**src/rtl/drb_pkg.sv**
```systemverilog
package drb_pkg;

    // Local clock period and link clock divider
    localparam int CLK_NS     = 20;           // mclk period in ns
    localparam int CK_HALF    = 4;            // mclk cycles per link half period
    localparam int TCK_NS     = 2 * CK_HALF * CLK_NS;

    // Burst geometry in link clocks
    localparam int TCCD_CK    = 4;            // column command spacing
    localparam int BL8_CK     = 4;            // full burst spans four clocks
    localparam int BC4_CK     = 2;            // chopped burst spans two
    localparam int TURN_CK    = 2;            // bus turnaround margin

    // Internal read to precharge delay: larger of 4 clocks or 7.5 ns
    localparam int RTP_MIN_CK = 4;
    localparam int RTP_PS     = 7500;
    localparam int RTP_NS_CK  = (RTP_PS + TCK_NS * 1000 - 1) / (TCK_NS * 1000);
    localparam int RTP_CK     = (RTP_NS_CK > RTP_MIN_CK) ? RTP_NS_CK
                                                          : RTP_MIN_CK;

    // Address pin layout
    localparam int ADDR_W     = 13;           // A0 .. A12
    localparam int COL_W      = 10;           // column bits A0 .. A9
    localparam int AP_POS     = 10;           // auto precharge flag
    localparam int BC_POS     = 12;           // burst length select

    // Mode register 0 burst field codes
    localparam logic [1:0] BF_OTF = 2'h0;     // on the fly
    localparam logic [1:0] BF_FIX = 2'h1;     // per command as well
    localparam logic [1:0] BF_BC4 = 2'h2;     // chop always

    // Reset values
    localparam logic [6:0] SPC_RST = 7'h7F;   // spacing counters start far
    localparam logic [2:0] CK_DIV_RST = 3'h0;

    // Link commands
    typedef enum logic [1:0] {
        DRB_NOP,
        DRB_READ,
        DRB_WRITE,
        DRB_PRE
    } drb_cmd_t;

endpackage : drb_pkg

```
**src/rtl/drb_link_if.sv**
```systemverilog
`timescale 1ns/10ps
interface drb_link_if
    import drb_pkg::*;
#(
    parameter int DQ_W = 16
);
    logic              ck;         // Link clock from the controller
    drb_cmd_t          cmd;        // Command, held one full link clock
    logic [ADDR_W-1:0] addr;       // Address pins A0 .. A12
    logic              dqs_o;      // Device strobe drive value
    logic              dqs_oe;     // Device strobe drive enable
    logic [DQ_W-1:0]   dq_o;       // Device data drive value
    logic              dq_oe;      // Device data drive enable
    logic              dqs_line;   // Resolved strobe, low when idle
    logic              dqs_n_line; // Complement half of the strobe
    logic [DQ_W-1:0]   dq_line;    // Resolved data, zero when idle

    // Undriven wires resolve low, as a weak termination would
    assign dqs_line   = dqs_oe & dqs_o;
    assign dqs_n_line = dqs_oe & ~dqs_o;
    assign dq_line    = dq_oe ? dq_o : '0;

    modport dev (
        input  ck, cmd, addr,
        output dqs_o, dqs_oe, dq_o, dq_oe
    );

    modport ctl (
        output ck, cmd, addr,
        input  dqs_line, dqs_n_line, dq_line
    );
endinterface : drb_link_if

```
**src/rtl/drb_dev.sv**
```systemverilog
`timescale 1ns/10ps
// Notes on behaviour
// - A12 low chops to four beats, high eight
// - A12 never forms part of column address
// - A12 honoured in on-the-fly and fixed fields
// - Auto precharge does not affect burst length
// - Read latency equals additive plus CAS latency
// - Reads served only while the DLL is locked
// - Strobe drives at RL-1, data at RL
// - Eight-beat read releases pins at RL+4
// - Chopped read releases pins at RL+2
// - Reads four clocks after an eight-beat read stream without gap
// - One-clock gap keeps strobe driven low
// - Write at least six clocks after eight-beat read
// - Write may follow chopped read after four
// - Burst length may switch between adjacent reads
// - Precharge waits additive latency plus read-to-precharge
module drb_dev
    import drb_pkg::*;
#(
    parameter int DQ_W   = 16,        // data pins
    parameter int MAX_RL = 24         // deepest read latency supported
)(
    input  wire logic             mclk,
    input  wire logic             arst_n,
    drb_link_if.dev               lnk,
    input  wire logic [1:0]       mr0_bl,
    input  wire logic [4:0]       al,
    input  wire logic [4:0]       cl,
    input  wire logic             dll_locked,
    output logic                  rd_seen,
    output logic                  wr_seen,
    output logic                  rd_dropped,
    output logic [COL_W-1:0]      cmd_col,
    output logic                  cmd_chop,
    output logic                  cmd_ap
);

    localparam int SCH = MAX_RL + BL8_CK;   // schedule depth in clocks

    // Chop decision from the mode field and A12
    function automatic logic is_chop(input logic [1:0] bf,
                                     input logic       a12);
        if (bf == BF_OTF || bf == BF_FIX) begin
            is_chop = ~a12;
        end else begin
            is_chop = (bf == BF_BC4);
        end
    endfunction : is_chop

    // Beat pattern: column with beat index, sized to the data pins
    function automatic logic [DQ_W-1:0] beat_word(
        input logic [COL_W-1:0] col,
        input logic [2:0]       beat);
        logic [COL_W+2:0] w;
        w = {col, beat};
        beat_word = DQ_W'(w);
    endfunction : beat_word

    // Pin synchronisers; stage two feeds logic, stage three only the link clock edge detect
    logic                    ck_s1_q, ck_s2_q, ck_s3_q;
    drb_cmd_t                cmd_s1_q, cmd_s2_q;
    logic [ADDR_W-1:0]       adr_s1_q, adr_s2_q;

    // Future link clocks, entry 0 is the current one
    logic                    drv_q [SCH];   // strobe driven
    logic                    dat_q [SCH];   // data beats present
    logic [COL_W-1:0]        col_q [SCH];   // column of the burst
    logic [1:0]              bp_q  [SCH];   // beat pair within burst

    logic                    rise_q, fall_q; // Edge pulses delayed a cycle
    logic                    ck_rise, ck_fall;
    logic [5:0]              rl;
    logic                    rd_cmd, rd_ok, chop;
    logic [5:0]              len;

    assign ck_rise = ck_s2_q & ~ck_s3_q;
    assign ck_fall = ~ck_s2_q & ck_s3_q;
    assign rl      = {1'b0, al} + {1'b0, cl};
    assign chop    = is_chop(mr0_bl, adr_s2_q[BC_POS]);
    assign len     = chop ? 6'(BC4_CK) : 6'(BL8_CK);
    assign rd_cmd  = (cmd_s2_q == DRB_READ);
    // Timing is only promised with a locked DLL, so other reads drop.
    // A latency outside 1..MAX_RL has no slot in the schedule either.
    assign rd_ok   = rd_cmd && dll_locked
                     && rl >= 6'h01 && rl <= 6'(MAX_RL);

    // Link clock and command pins cross into mclk
    always_ff @(posedge mclk or negedge arst_n) begin
        if (!arst_n) begin
            ck_s1_q  <= 1'b0;
            ck_s2_q  <= 1'b0;
            ck_s3_q  <= 1'b0;
            cmd_s1_q <= DRB_NOP;
            cmd_s2_q <= DRB_NOP;
            adr_s1_q <= '0;
            adr_s2_q <= '0;
        end else begin
            ck_s1_q  <= lnk.ck;
            ck_s2_q  <= ck_s1_q;
            ck_s3_q  <= ck_s2_q;
            cmd_s1_q <= lnk.cmd;
            cmd_s2_q <= cmd_s1_q;
            adr_s1_q <= lnk.addr;
            adr_s2_q <= adr_s1_q;
        end
    end

    // Schedule: shift one clock per rising edge, then add the new read.
    // Drive flags are ORed so a following preamble merges with a tail.
    always_ff @(posedge mclk or negedge arst_n) begin
        if (!arst_n) begin
            for (int i = 0; i < SCH; i++) begin
                drv_q[i] <= 1'b0;
                dat_q[i] <= 1'b0;
                col_q[i] <= '0;
                bp_q[i]  <= '0;
            end
        end else if (ck_rise) begin
            for (int i = 0; i < SCH; i++) begin
                logic       nd, nt;
                logic [6:0] ii;
                ii = 7'(i);
                nd = (i + 1 < SCH) ? drv_q[(i + 1) % SCH] : 1'b0;
                nt = (i + 1 < SCH) ? dat_q[(i + 1) % SCH] : 1'b0;
                drv_q[i] <= nd;
                dat_q[i] <= nt;
                col_q[i] <= (i + 1 < SCH) ? col_q[(i + 1) % SCH] : '0;
                bp_q[i]  <= (i + 1 < SCH) ? bp_q[(i + 1) % SCH] : '0;
                if (rd_ok) begin
                    // Strobe from RL-1 up to RL+len, data from RL
                    if (ii + 7'h01 >= {1'b0, rl}
                        && ii < {1'b0, rl} + {1'b0, len}) begin
                        drv_q[i] <= 1'b1;
                    end
                    if (ii >= {1'b0, rl}
                        && ii < {1'b0, rl} + {1'b0, len}) begin
                        dat_q[i] <= 1'b1;
                        // Column from A0..A9 only, A12 never used
                        col_q[i] <= adr_s2_q[COL_W-1:0];
                        bp_q[i]  <= 2'(ii - {1'b0, rl});
                    end
                end
            end
        end
    end

    // Edge pulses one cycle late so outputs read the shifted schedule
    always_ff @(posedge mclk or negedge arst_n) begin
        if (!arst_n) begin
            rise_q <= 1'b0;
            fall_q <= 1'b0;
        end else begin
            rise_q <= ck_rise;
            fall_q <= ck_fall;
        end
    end

    // Pin drivers: even beat with strobe high after a rise, odd beat
    // with strobe low after a fall; strobe low where no data sits.
    // Outputs trail each link edge by the synchroniser's few mclk.
    always_ff @(posedge mclk or negedge arst_n) begin
        if (!arst_n) begin
            lnk.dqs_o  <= 1'b0;
            lnk.dqs_oe <= 1'b0;
            lnk.dq_o   <= '0;
            lnk.dq_oe  <= 1'b0;
        end else if (rise_q) begin
            lnk.dqs_oe <= drv_q[0];
            lnk.dq_oe  <= dat_q[0];
            lnk.dqs_o  <= dat_q[0];
            if (dat_q[0]) begin
                lnk.dq_o <= beat_word(col_q[0], {bp_q[0], 1'b0});
            end
        end else if (fall_q) begin
            lnk.dqs_o <= 1'b0;
            if (dat_q[0]) begin
                lnk.dq_o <= beat_word(col_q[0], {bp_q[0], 1'b1});
            end
        end
    end

    // Command reports toward the core
    always_ff @(posedge mclk or negedge arst_n) begin
        if (!arst_n) begin
            rd_seen    <= 1'b0;
            wr_seen    <= 1'b0;
            rd_dropped <= 1'b0;
            cmd_col    <= '0;
            cmd_chop   <= 1'b0;
            cmd_ap     <= 1'b0;
        end else begin
            rd_seen    <= ck_rise && rd_ok;
            wr_seen    <= ck_rise && (cmd_s2_q == DRB_WRITE);
            rd_dropped <= ck_rise && rd_cmd && !rd_ok;
            if (ck_rise && (cmd_s2_q == DRB_READ
                            || cmd_s2_q == DRB_WRITE)) begin
                cmd_col  <= adr_s2_q[COL_W-1:0];
                cmd_chop <= chop;
                cmd_ap   <= adr_s2_q[AP_POS];
            end
        end
    end

endmodule : drb_dev

```
**src/flat_wrapper.sv**
```systemverilog
// flat-port wrapper written by rule: the top's interface ports become plain ports
module drb_dev_flat import drb_pkg::*;
#(
    parameter int DQ_W   = 16,                    
    parameter int MAX_RL = 24                                          
)
  (mclk, arst_n, mr0_bl, al, cl, dll_locked, rd_seen, wr_seen, rd_dropped, cmd_col, cmd_chop, cmd_ap, lnk_ck, lnk_cmd, lnk_addr, lnk_dqs_o, lnk_dqs_oe, lnk_dq_o, lnk_dq_oe);
  drb_link_if #(.DQ_W(DQ_W)) lnk_i ();
  input  wire logic mclk;
  input  wire logic arst_n;
  input  wire logic [1:0] mr0_bl;
  input  wire logic [4:0] al;
  input  wire logic [4:0] cl;
  input  wire logic dll_locked;
  output logic rd_seen;
  output logic wr_seen;
  output logic rd_dropped;
  output logic [COL_W-1:0] cmd_col;
  output logic cmd_chop;
  output logic cmd_ap;
  input wire logic [$bits(lnk_i.ck)-1:0] lnk_ck;
  input wire logic [$bits(lnk_i.cmd)-1:0] lnk_cmd;
  input wire logic [$bits(lnk_i.addr)-1:0] lnk_addr;
  output wire logic [$bits(lnk_i.dqs_o)-1:0] lnk_dqs_o;
  output wire logic [$bits(lnk_i.dqs_oe)-1:0] lnk_dqs_oe;
  output wire logic [$bits(lnk_i.dq_o)-1:0] lnk_dq_o;
  output wire logic [$bits(lnk_i.dq_oe)-1:0] lnk_dq_oe;
  assign lnk_i.ck = lnk_ck;
  assign lnk_i.cmd = lnk_cmd;
  assign lnk_i.addr = lnk_addr;
  assign lnk_dqs_o = lnk_i.dqs_o;
  assign lnk_dqs_oe = lnk_i.dqs_oe;
  assign lnk_dq_o = lnk_i.dq_o;
  assign lnk_dq_oe = lnk_i.dq_oe;
  drb_dev #(.DQ_W(DQ_W), .MAX_RL(MAX_RL)) u_core (.mclk(mclk), .arst_n(arst_n), .lnk(lnk_i), .mr0_bl(mr0_bl), .al(al), .cl(cl), .dll_locked(dll_locked), .rd_seen(rd_seen), .wr_seen(wr_seen), .rd_dropped(rd_dropped), .cmd_col(cmd_col), .cmd_chop(cmd_chop), .cmd_ap(cmd_ap));
endmodule
```
**config.mk**
```make
export PLATFORM = sky130hd
export DESIGN_NAME = drb_dev_flat
export DESIGN_NICKNAME = d
export VERILOG_FILES = /design/src/rtl/drb_pkg.sv /design/src/rtl/drb_link_if.sv /design/src/rtl/drb_dev.sv /design/src/flat_wrapper.sv
export SDC_FILE = /design/constraint.sdc
export NUM_CORES = 1
export LEC_CHECK = 0
export ABC_AREA = 1
export BUFFER_PORTS_ARGS = -buffer_cell sky130_fd_sc_hd__buf_2
export CAP_MARGIN = 25
export CORE_ASPECT_RATIO = 1.25
export CORE_MARGIN = 2
export CORE_UTILIZATION = 35
export CTS_BUF_LIST = sky130_fd_sc_hd__clkbuf_16
export DETAILED_ROUTE_END_ITERATION = 16
export GPL_ROUTABILITY_DRIVEN = 0
export HOLD_SLACK_MARGIN = 0.12
export PLACE_DENSITY_LB_ADDON = 0.1
export SLEW_MARGIN = 10
export SYNTH_ARGS = -nofsm -noshare
export SYNTH_HDL_FRONTEND = slang
export SYNTH_SLANG_ARGS = --single-unit
export TNS_END_PERCENT = 1
```
**constraint.sdc**
```tcl
create_clock -name mclk -period 2.4 [get_ports mclk]
set_input_delay 0.12 -clock mclk [delete_from_list [all_inputs] [get_ports mclk]]
set_output_delay 0.12 -clock mclk [all_outputs]
set_load 0.05 [all_outputs]
```
==> metrics.cfg, run 1 <==
[yosys]
netlist_area_mm2 = 0.0230
avgSynthCellArea_um2 = 7.56
ys_seq_area_share_pct = 49.6
syn_inst = 3045
yosys_warnings = 0
ys_ff_latch = 456
synth-edff-count = 0
async_flop_share_pct = 100
yosysUniqueCellTypes = 36
ys.flop_type = dfrtp_1

[timing]
min_period_over_period_pct = 100
period_minus_slack_ns = 2.40
setup_tns_ns = -0.000433
setup_ws_ns = -0.000433
slew_headroom_pct = 47.2
worst_pin_slew_ns = 0.791
fin_skew_ns = 0.0328
drv_slew = 0
rsz0062_at_grt = yes
setup_viol = 1
fmax_mhz = 417
hold_viol = 0

[min_path]
whs_path_depth = 2
hold_path.class = primary input to register
hold_path.startpoint = lnk_ck
min_to = u_core.ck_s1_q

[worst_setup_path]
crit_path_top_delay_cell = dfrtp_1
cp_cell_sequence = nand2_1 > nand2_2 > buf_12 > ha_4 > buf_4 > nor2_2 > nor2_4 > inv_2 > nor2_4 > inv_1 > o21ai_2 > buf_4 > nand2_1 > buf_6 > nand2_1 > nand3_1 > nand2_1
worstPathArrival_ns = 2.94
startpoint_type = register
crit_required_ns = 2.94
cp_max_fo = 12
r2r_cells = 17
critPathMostFrequentCell = nand2_1
worstReg2RegStart = u_core.adr_s2_q[12]
crit_type = register to register
cpPeakStageDelay_ns = 0.36
r2r_slack_ns = -0.0004
reg2reg_to = u_core.col_q[147]
end_kind = register

[routing]
final_antenna_net_count = 0
first_iter_violations = 1493
drc = 0
vias_per_cell = 4.94
drtPass1Iterations = 5
routed-via-count = 20399
wl_um = 72300
wl_per_cell_um = 17.5

[pwr]
p_sw_uw = 7720
comb_power_share_pct = 24.6
clock_power_share_pct = 33.2
swShare_pct = 33.2
vdd_drop_max_mv = 0.654
power_per_cell_area_mw_per_mm2 = 819
leakage_uw = 0.0147
p_seq_share_pct = 42.2
intPower_uw = 15500

[finish]
final_common_cell = nand2_1
layout-drive-gt1-share_pct = 15.7
insertedDiodeCount = 0
final_nets = 3272
syn2layout_area_growth_pct = 23.4
final_area_mm2 = 0.0284
layout_common_cells = nand2_1, nand3_1, dfrtp_1
fin_util_pct = 43.5

[place]
place_hpwl_um = 48200
placed_cell_area_mm2 = 0.0260
io_buffers = 60

[global_route]
grt_antenna_before_repair = 0
grt_max_degree = 120
grt_pass1_wl_um = 116000
grt_pass1_vias = 20465
grtUsageTotal_pct = 21.6
grt_overflow = 0

[clocking]
clk_pin_slew_ns = 0.06
cts_sinks = 456
max-clock-path-buffers = 3
clk-insertion-delay-late_ns = 0.63
tritoncts = yes
cts-buffers-inserted = 52
clock_tree.root_cell = clkbuf_16
cts.htree.levels = 2

[run_status]
status = complete, but fails checks
violations = negative setup slack

[floorplan]
rows = 105
ios = 65
die_w_um = 233
dieArea_mm2 = 0.0678
core_mm2 = 0.0653
die_h_um = 291
initial_utilization_pct = 35.2

[flow_run]
maxCapViolations = 0

[power groups by stage]
stage	clock [µW]	combinational, µW	sequential (µW)
floorplan	0	3130	10100
global placement	0	5440	9910
detailed placement	0	5480	9930
CTS	7960	5590	9810
global route	8270	6430	9970
finish	7730	5720	9810
[worst max path at each step]
stage | start | endpoint | slack (ns) | cells after the start
floorplan | al[0] | u_core.bp_q[47] | -0.06 | 18
global placement | al[0] | u_core.bp_q[47] | -0.54 | 13
detailed placement | al[0] | u_core.col_q[238] | -0.55 | 13
CTS | u_core.adr_s2_q[12] | u_core.col_q[147] | -0.03 | 18
global route | u_core.adr_s2_q[12] | u_core.bp_q[53] | -0.11 | 18
finish | u_core.adr_s2_q[12] | u_core.col_q[147] | -0.0004 | 17
[cells by family (layout without fill, tap and decap cells)]
| logic type | after synthesis | count (layout) | synth area share [%] |
|---|---|---|---|
| DFF | 456 | 456 | 49.6 |
| muxes | 12 | 12 | 0.587 |
| adders and majority gates | 14 | 14 | 0.794 |
| AOI/OAI and AO/OA | 213 | 213 | 5.28 |
| other | 1 | 3 | 0.0163 |
| buffers and inverters | 583 | 804 | 10.2 |
| and+or+nand+nor | 1766 | 1768 | 33.5 |
[worst max-delay path: cells and delay by family, from the launching register on]
kind / cells / cell delay, ns
flip-flops: 1 / 0.36
buffers and inverters: 6 / 0.75
AO/OA/AOI/OAI: 1 / 0.16
adder cells (fa/ha/maj): 1 / 0.27
AND/OR/NAND/NOR: 9 / 0.75
[Yosys cell counts (10+ instances only)]
master | count | area (µm²)
o21ai_0 | 65 | 325
inv_1 | 358 | 1340
mux2_2 | 12 | 135
buf_2 | 60 | 300
nand3_1 | 545 | 2730
clkinv_1 | 11 | 41.3
buf_4 | 20 | 150
a21oi_1 | 37 | 185
o21ai_1 | 41 | 205
nand2_1 | 998 | 3750
buf_1 | 11 | 41.3
ha_1 | 13 | 163
clkbuf_1 | 115 | 432
a31oi_1 | 23 | 144
nand2_2 | 15 | 93.8
nor2_2 | 10 | 62.6
dfrtp_1 | 456 | 11400
o22ai_1 | 13 | 81.3
a22oi_1 | 21 | 158
nor2_1 | 104 | 390
nand4_1 | 72 | 450
[what timing repair did]
item | in CTS | in global routing
hold buffers | 33 | 0
gates resized for setup | 25 | 65
pin swaps | 3 | 32
setup buffers | 0 | 4
gates cloned | 0 | 4
endpoints found under the hold margin | 472 | 0
endpoints found under the setup margin | 262 | 321
[layout make-up]
type | instances | area (µm²)
fill | 6704 | 36900
tap | 856 | 1070
clock buffer | 52 | 1300
inverter | 375 | 1420
clock inverter | 45 | 354
timing repair buffer | 332 | 3200
sequential | 456 | 11400
multi-input combinational | 2010 | 9640
[per-layer routing]
layer / GRT usage [%] / part of all wire [%]
met3: 2.57 / 3.8
met1: 29.1 / 44
met5: 0 / 0
met4: 5.59 / 2.4
met2: 36.8 / 49
[per-stage QoR]
step | total power [µW] | setup WS, ns | hold slack, ns | cells
6_report | 23300 | -0.000433 | 0.171 | 4126
4_1_cts | 23400 | -0.0308 | 0.128 | 4118
3_3_place_gp | 15300 | -0.537 | 0.184 | 3988
5_1_grt | 24700 | -0.107 | 0.146 | 4126
2_1_floorplan | 13200 | -0.0612 | -0.176 | 3047
3_5_place_dp | 15400 | -0.551 | 0.177 | 3988
[sequential cells by signal, indices dropped and copies added (netlist names), 2 cells and up]
| register | flops |
|---|---|
| u_core.col_q | 280 |
| u_core.bp_q | 56 |
| u_core.dat_q | 28 |
| u_core.drv_q | 28 |
| u_core.lnk.dq_o | 13 |
| u_core.adr_s1_q | 12 |
| u_core.adr_s2_q | 12 |
| u_core.cmd_col | 10 |
| u_core.cmd_s1_q | 2 |
| u_core.cmd_s2_q | 2 |
No activity file was read; power rests on OpenSTA's default activity.
==> inputs of run 2 (changes only) <==
CTS_BUF_LIST = unset   (was sky130_fd_sc_hd__clkbuf_16)
==> run 2 against run 1 <==
The run now ends clean. Utilization rose by 0.25 points. Total power grew 2.2%. Combinational power about the same. Wire length increased by 0.35%. Die area stayed put. Sequential power barely moved. Clock power rose by 6.3%. Clock-buffer cell count up 29. Setup slack improved by 0.0031 ns. Critical endpoint is now u_core.bp_q[11]. Largest cell class unchanged.
==> metrics.cfg, run 2 (synthesized netlist as in run 1, its figures left out) <==
[routing]
routed-via-count = 20462
wl_per_cell_um = 17.6
final_antenna_net_count = 0
vias_per_cell = 4.96
first_iter_violations = 1474
drtPass1Iterations = 5
wl_um = 72600
drc = 0

[worst_setup_path]
worstPathArrival_ns = 2.90
cpPeakStageDelay_ns = 0.37
end_kind = register
crit_required_ns = 2.90
startpoint = u_core.adr_s2_q[12]
crit_type = register to register
crit_path_top_delay_cell = dfrtp_1
crit_buf_inv = 3
startpoint_type = register
crit_family = simple AND/OR/NAND/NOR gates
cp_max_fo = 30
critPathMostFrequentCell = nand2_2
worstReg2RegStart = u_core.adr_s2_q[12]
cp_cell_sequence = nand2_1 > nand2_2 > buf_12 > ha_4 > nand2_2 > nand2_2 > nand3_2 > nand2_2 > nand3_4 > nand3_4 > buf_8 > buf_4 > nand4_1 > nand3_1 > nand2_1

[finish]
fin_util_pct = 43.7
fillers = 6694
insertedDiodeCount = 0
largest_reg_flops = 280
layout_common_cells = nand2_1, nand3_1, dfrtp_1
regMostFlops = u_core.col_q
syn2layout_area_growth_pct = 24.1
final_common_cell = nand2_1
largestRegisters = u_core.col_q x280, u_core.bp_q x56
final_nets = 3272
final_area_mm2 = 0.0286
instances_no_fill = 4126
layout-drive-gt1-share_pct = 16.1

[global_route]
grt_max_degree = 120
grt_overflow = 0
grt_antenna_before_repair = 0
grt_pass1_vias = 20467
grtUsageTotal_pct = 21.6
grt_pass1_wl_um = 116000

[run_status]
status = completed

[place]
placedCellCount = 3988
io_buffers = 60
place_hpwl_um = 48200
placed_cell_area_mm2 = 0.0260

[floorplan]
core_mm2 = 0.0653
ios = 65
die_h_um = 291
initial_utilization_pct = 35.2
die_w_um = 233
rows = 105
dieArea_mm2 = 0.0678

[pwr]
vdd_drop_max_mv = 0.656
leakage_uw = 0.0147
power_per_cell_area_mw_per_mm2 = 833
p_seq_share_pct = 41.2
comb_power_share_pct = 24.2
clock_power_share_pct = 34.6
p_sw_uw = 7740
swShare_pct = 32.6
intPower_uw = 16000
power_uw = 23800

[clocking]
clk-insertion-delay-late_ns = 0.62
cts-buffers-inserted = 52
max-clock-path-buffers = 3
clock_tree.root_cell = clkbuf_16
cts.htree.levels = 2
tritoncts = yes
cts_sinks = 456
clk_pin_slew_ns = 0.06

[timing]
rsz0062_at_grt = yes
hold_viol = 0
drv_slew = 0
period_minus_slack_ns = 2.40
setup_viol = 0
fin_skew_ns = 0.0260
slew_headroom_pct = 46.5
worst_pin_slew_ns = 0.802
min_period_over_period_pct = 99.9
fmax_mhz = 417
holdWs_ns = 0.169

[min_path]
hold_path.class = primary input to register
hold_path.startpoint = lnk_ck

[flow_run]
maxCapViolations = 0

==> run 2: cell types whose count changed in the layout (fill, tap and decap cells not counted), moves of 2 or more <==
cell / before / now
clkbuf_1: 0 / 16
clkbuf_8: 0 / 13
clkinv_1: 24 / 11
inv_1: 367 / 351
inv_4: 3 / 1
inv_6: 0 / 2
nand2_8: 1 / 3
==> run 2: what timing repair did <==
| item | 4_1_cts | 5_1_grt |
|---|---|---|
| setup endpoints to repair | 260 | 321 |
| pin swaps | 3 | 36 |
| buffers inserted | 0 | 4 |
| hold endpoints to repair | 472 | 0 |
| resized for setup | 25 | 72 |
| hold buffers | 33 | 0 |
| cloned | 0 | 4 |
==> run 2: routing by layer <==
| metal | vias up | track usage [%] | routed length [µm] |
|---|---|---|---|
| met2 | 396 | 36.7 | 35700 |
| met5 | - | 0 | 0 |
| met4 | 0 | 5.53 | 1770 |
| met3 | 108 | 2.60 | 2610 |
| li1 | 10027 | - | - |
| met1 | 9931 | 29.1 | 32500 |
==> run 2: worst paths after layout <==
| path | end | slack (ns) | cells past startpoint |
|---|---|---|---|
| max | u_core.bp_q[11] | 0.003 | 15 |
| min | u_core.ck_s1_q | 0.17 | 2 |
| max reg2reg | u_core.bp_q[11] | 0.003 | 15 |
| min reg2reg | u_core.adr_s2_q[9] | 0.34 | 0 |
| max in group asynchronous | u_core.fall_q | 0.60 | 4 |
| min in group asynchronous | u_core.lnk.dq_o[0] | 0.64 | 3 |
==> run 2: worst register-to-register path: stages (launching register included) <==
cell	delay (ns)
dfrtp_1	0.37
nand2_1	0.07
nand2_2	0.06
buf_12	0.14
ha_4	0.27
nand2_2	0.05
nand2_2	0.08
nand3_2	0.09
nand2_2	0.10
nand3_4	0.10
nand3_4	0.18
buf_8	0.24
buf_4	0.22
nand4_1	0.12
nand3_1	0.13
nand2_1	0.07
==> run 2: area by class of cell <==
| type | count | area (µm²) | share of cell area [%] |
|---|---|---|---|
| tap | 856 | 1070 | 3.75 |
| sequential | 456 | 11400 | 40.0 |
| clock buffer | 81 | 1540 | 5.39 |
| multi-input combinational | 2010 | 9660 | 33.8 |
| inverter | 375 | 1430 | 5.00 |
| timing repair buffer | 332 | 3200 | 11.2 |
| clock inverter | 16 | 245 | 0.859 |
==> run 2: power by group through the flow <==
stage	Sequential [µW]	Combinational, µW	Clock (µW)
finish	9810	5750	8220
global route	9970	6440	8770
CTS	9810	5590	8460
detailed placement	9930	5480	0
global placement	9910	5440	0
floorplan	10100	3130	0
==> run 2: metrics by stage <==
stage          worst slack, ns  setup TNS [ns]
6_report               0.00266               0
5_1_grt                 -0.124          -13.22
4_1_cts                -0.0270          -0.250
3_5_place_dp            -0.551         -122.67
3_3_place_gp            -0.537         -117.60
2_1_floorplan          -0.0612           -9.14
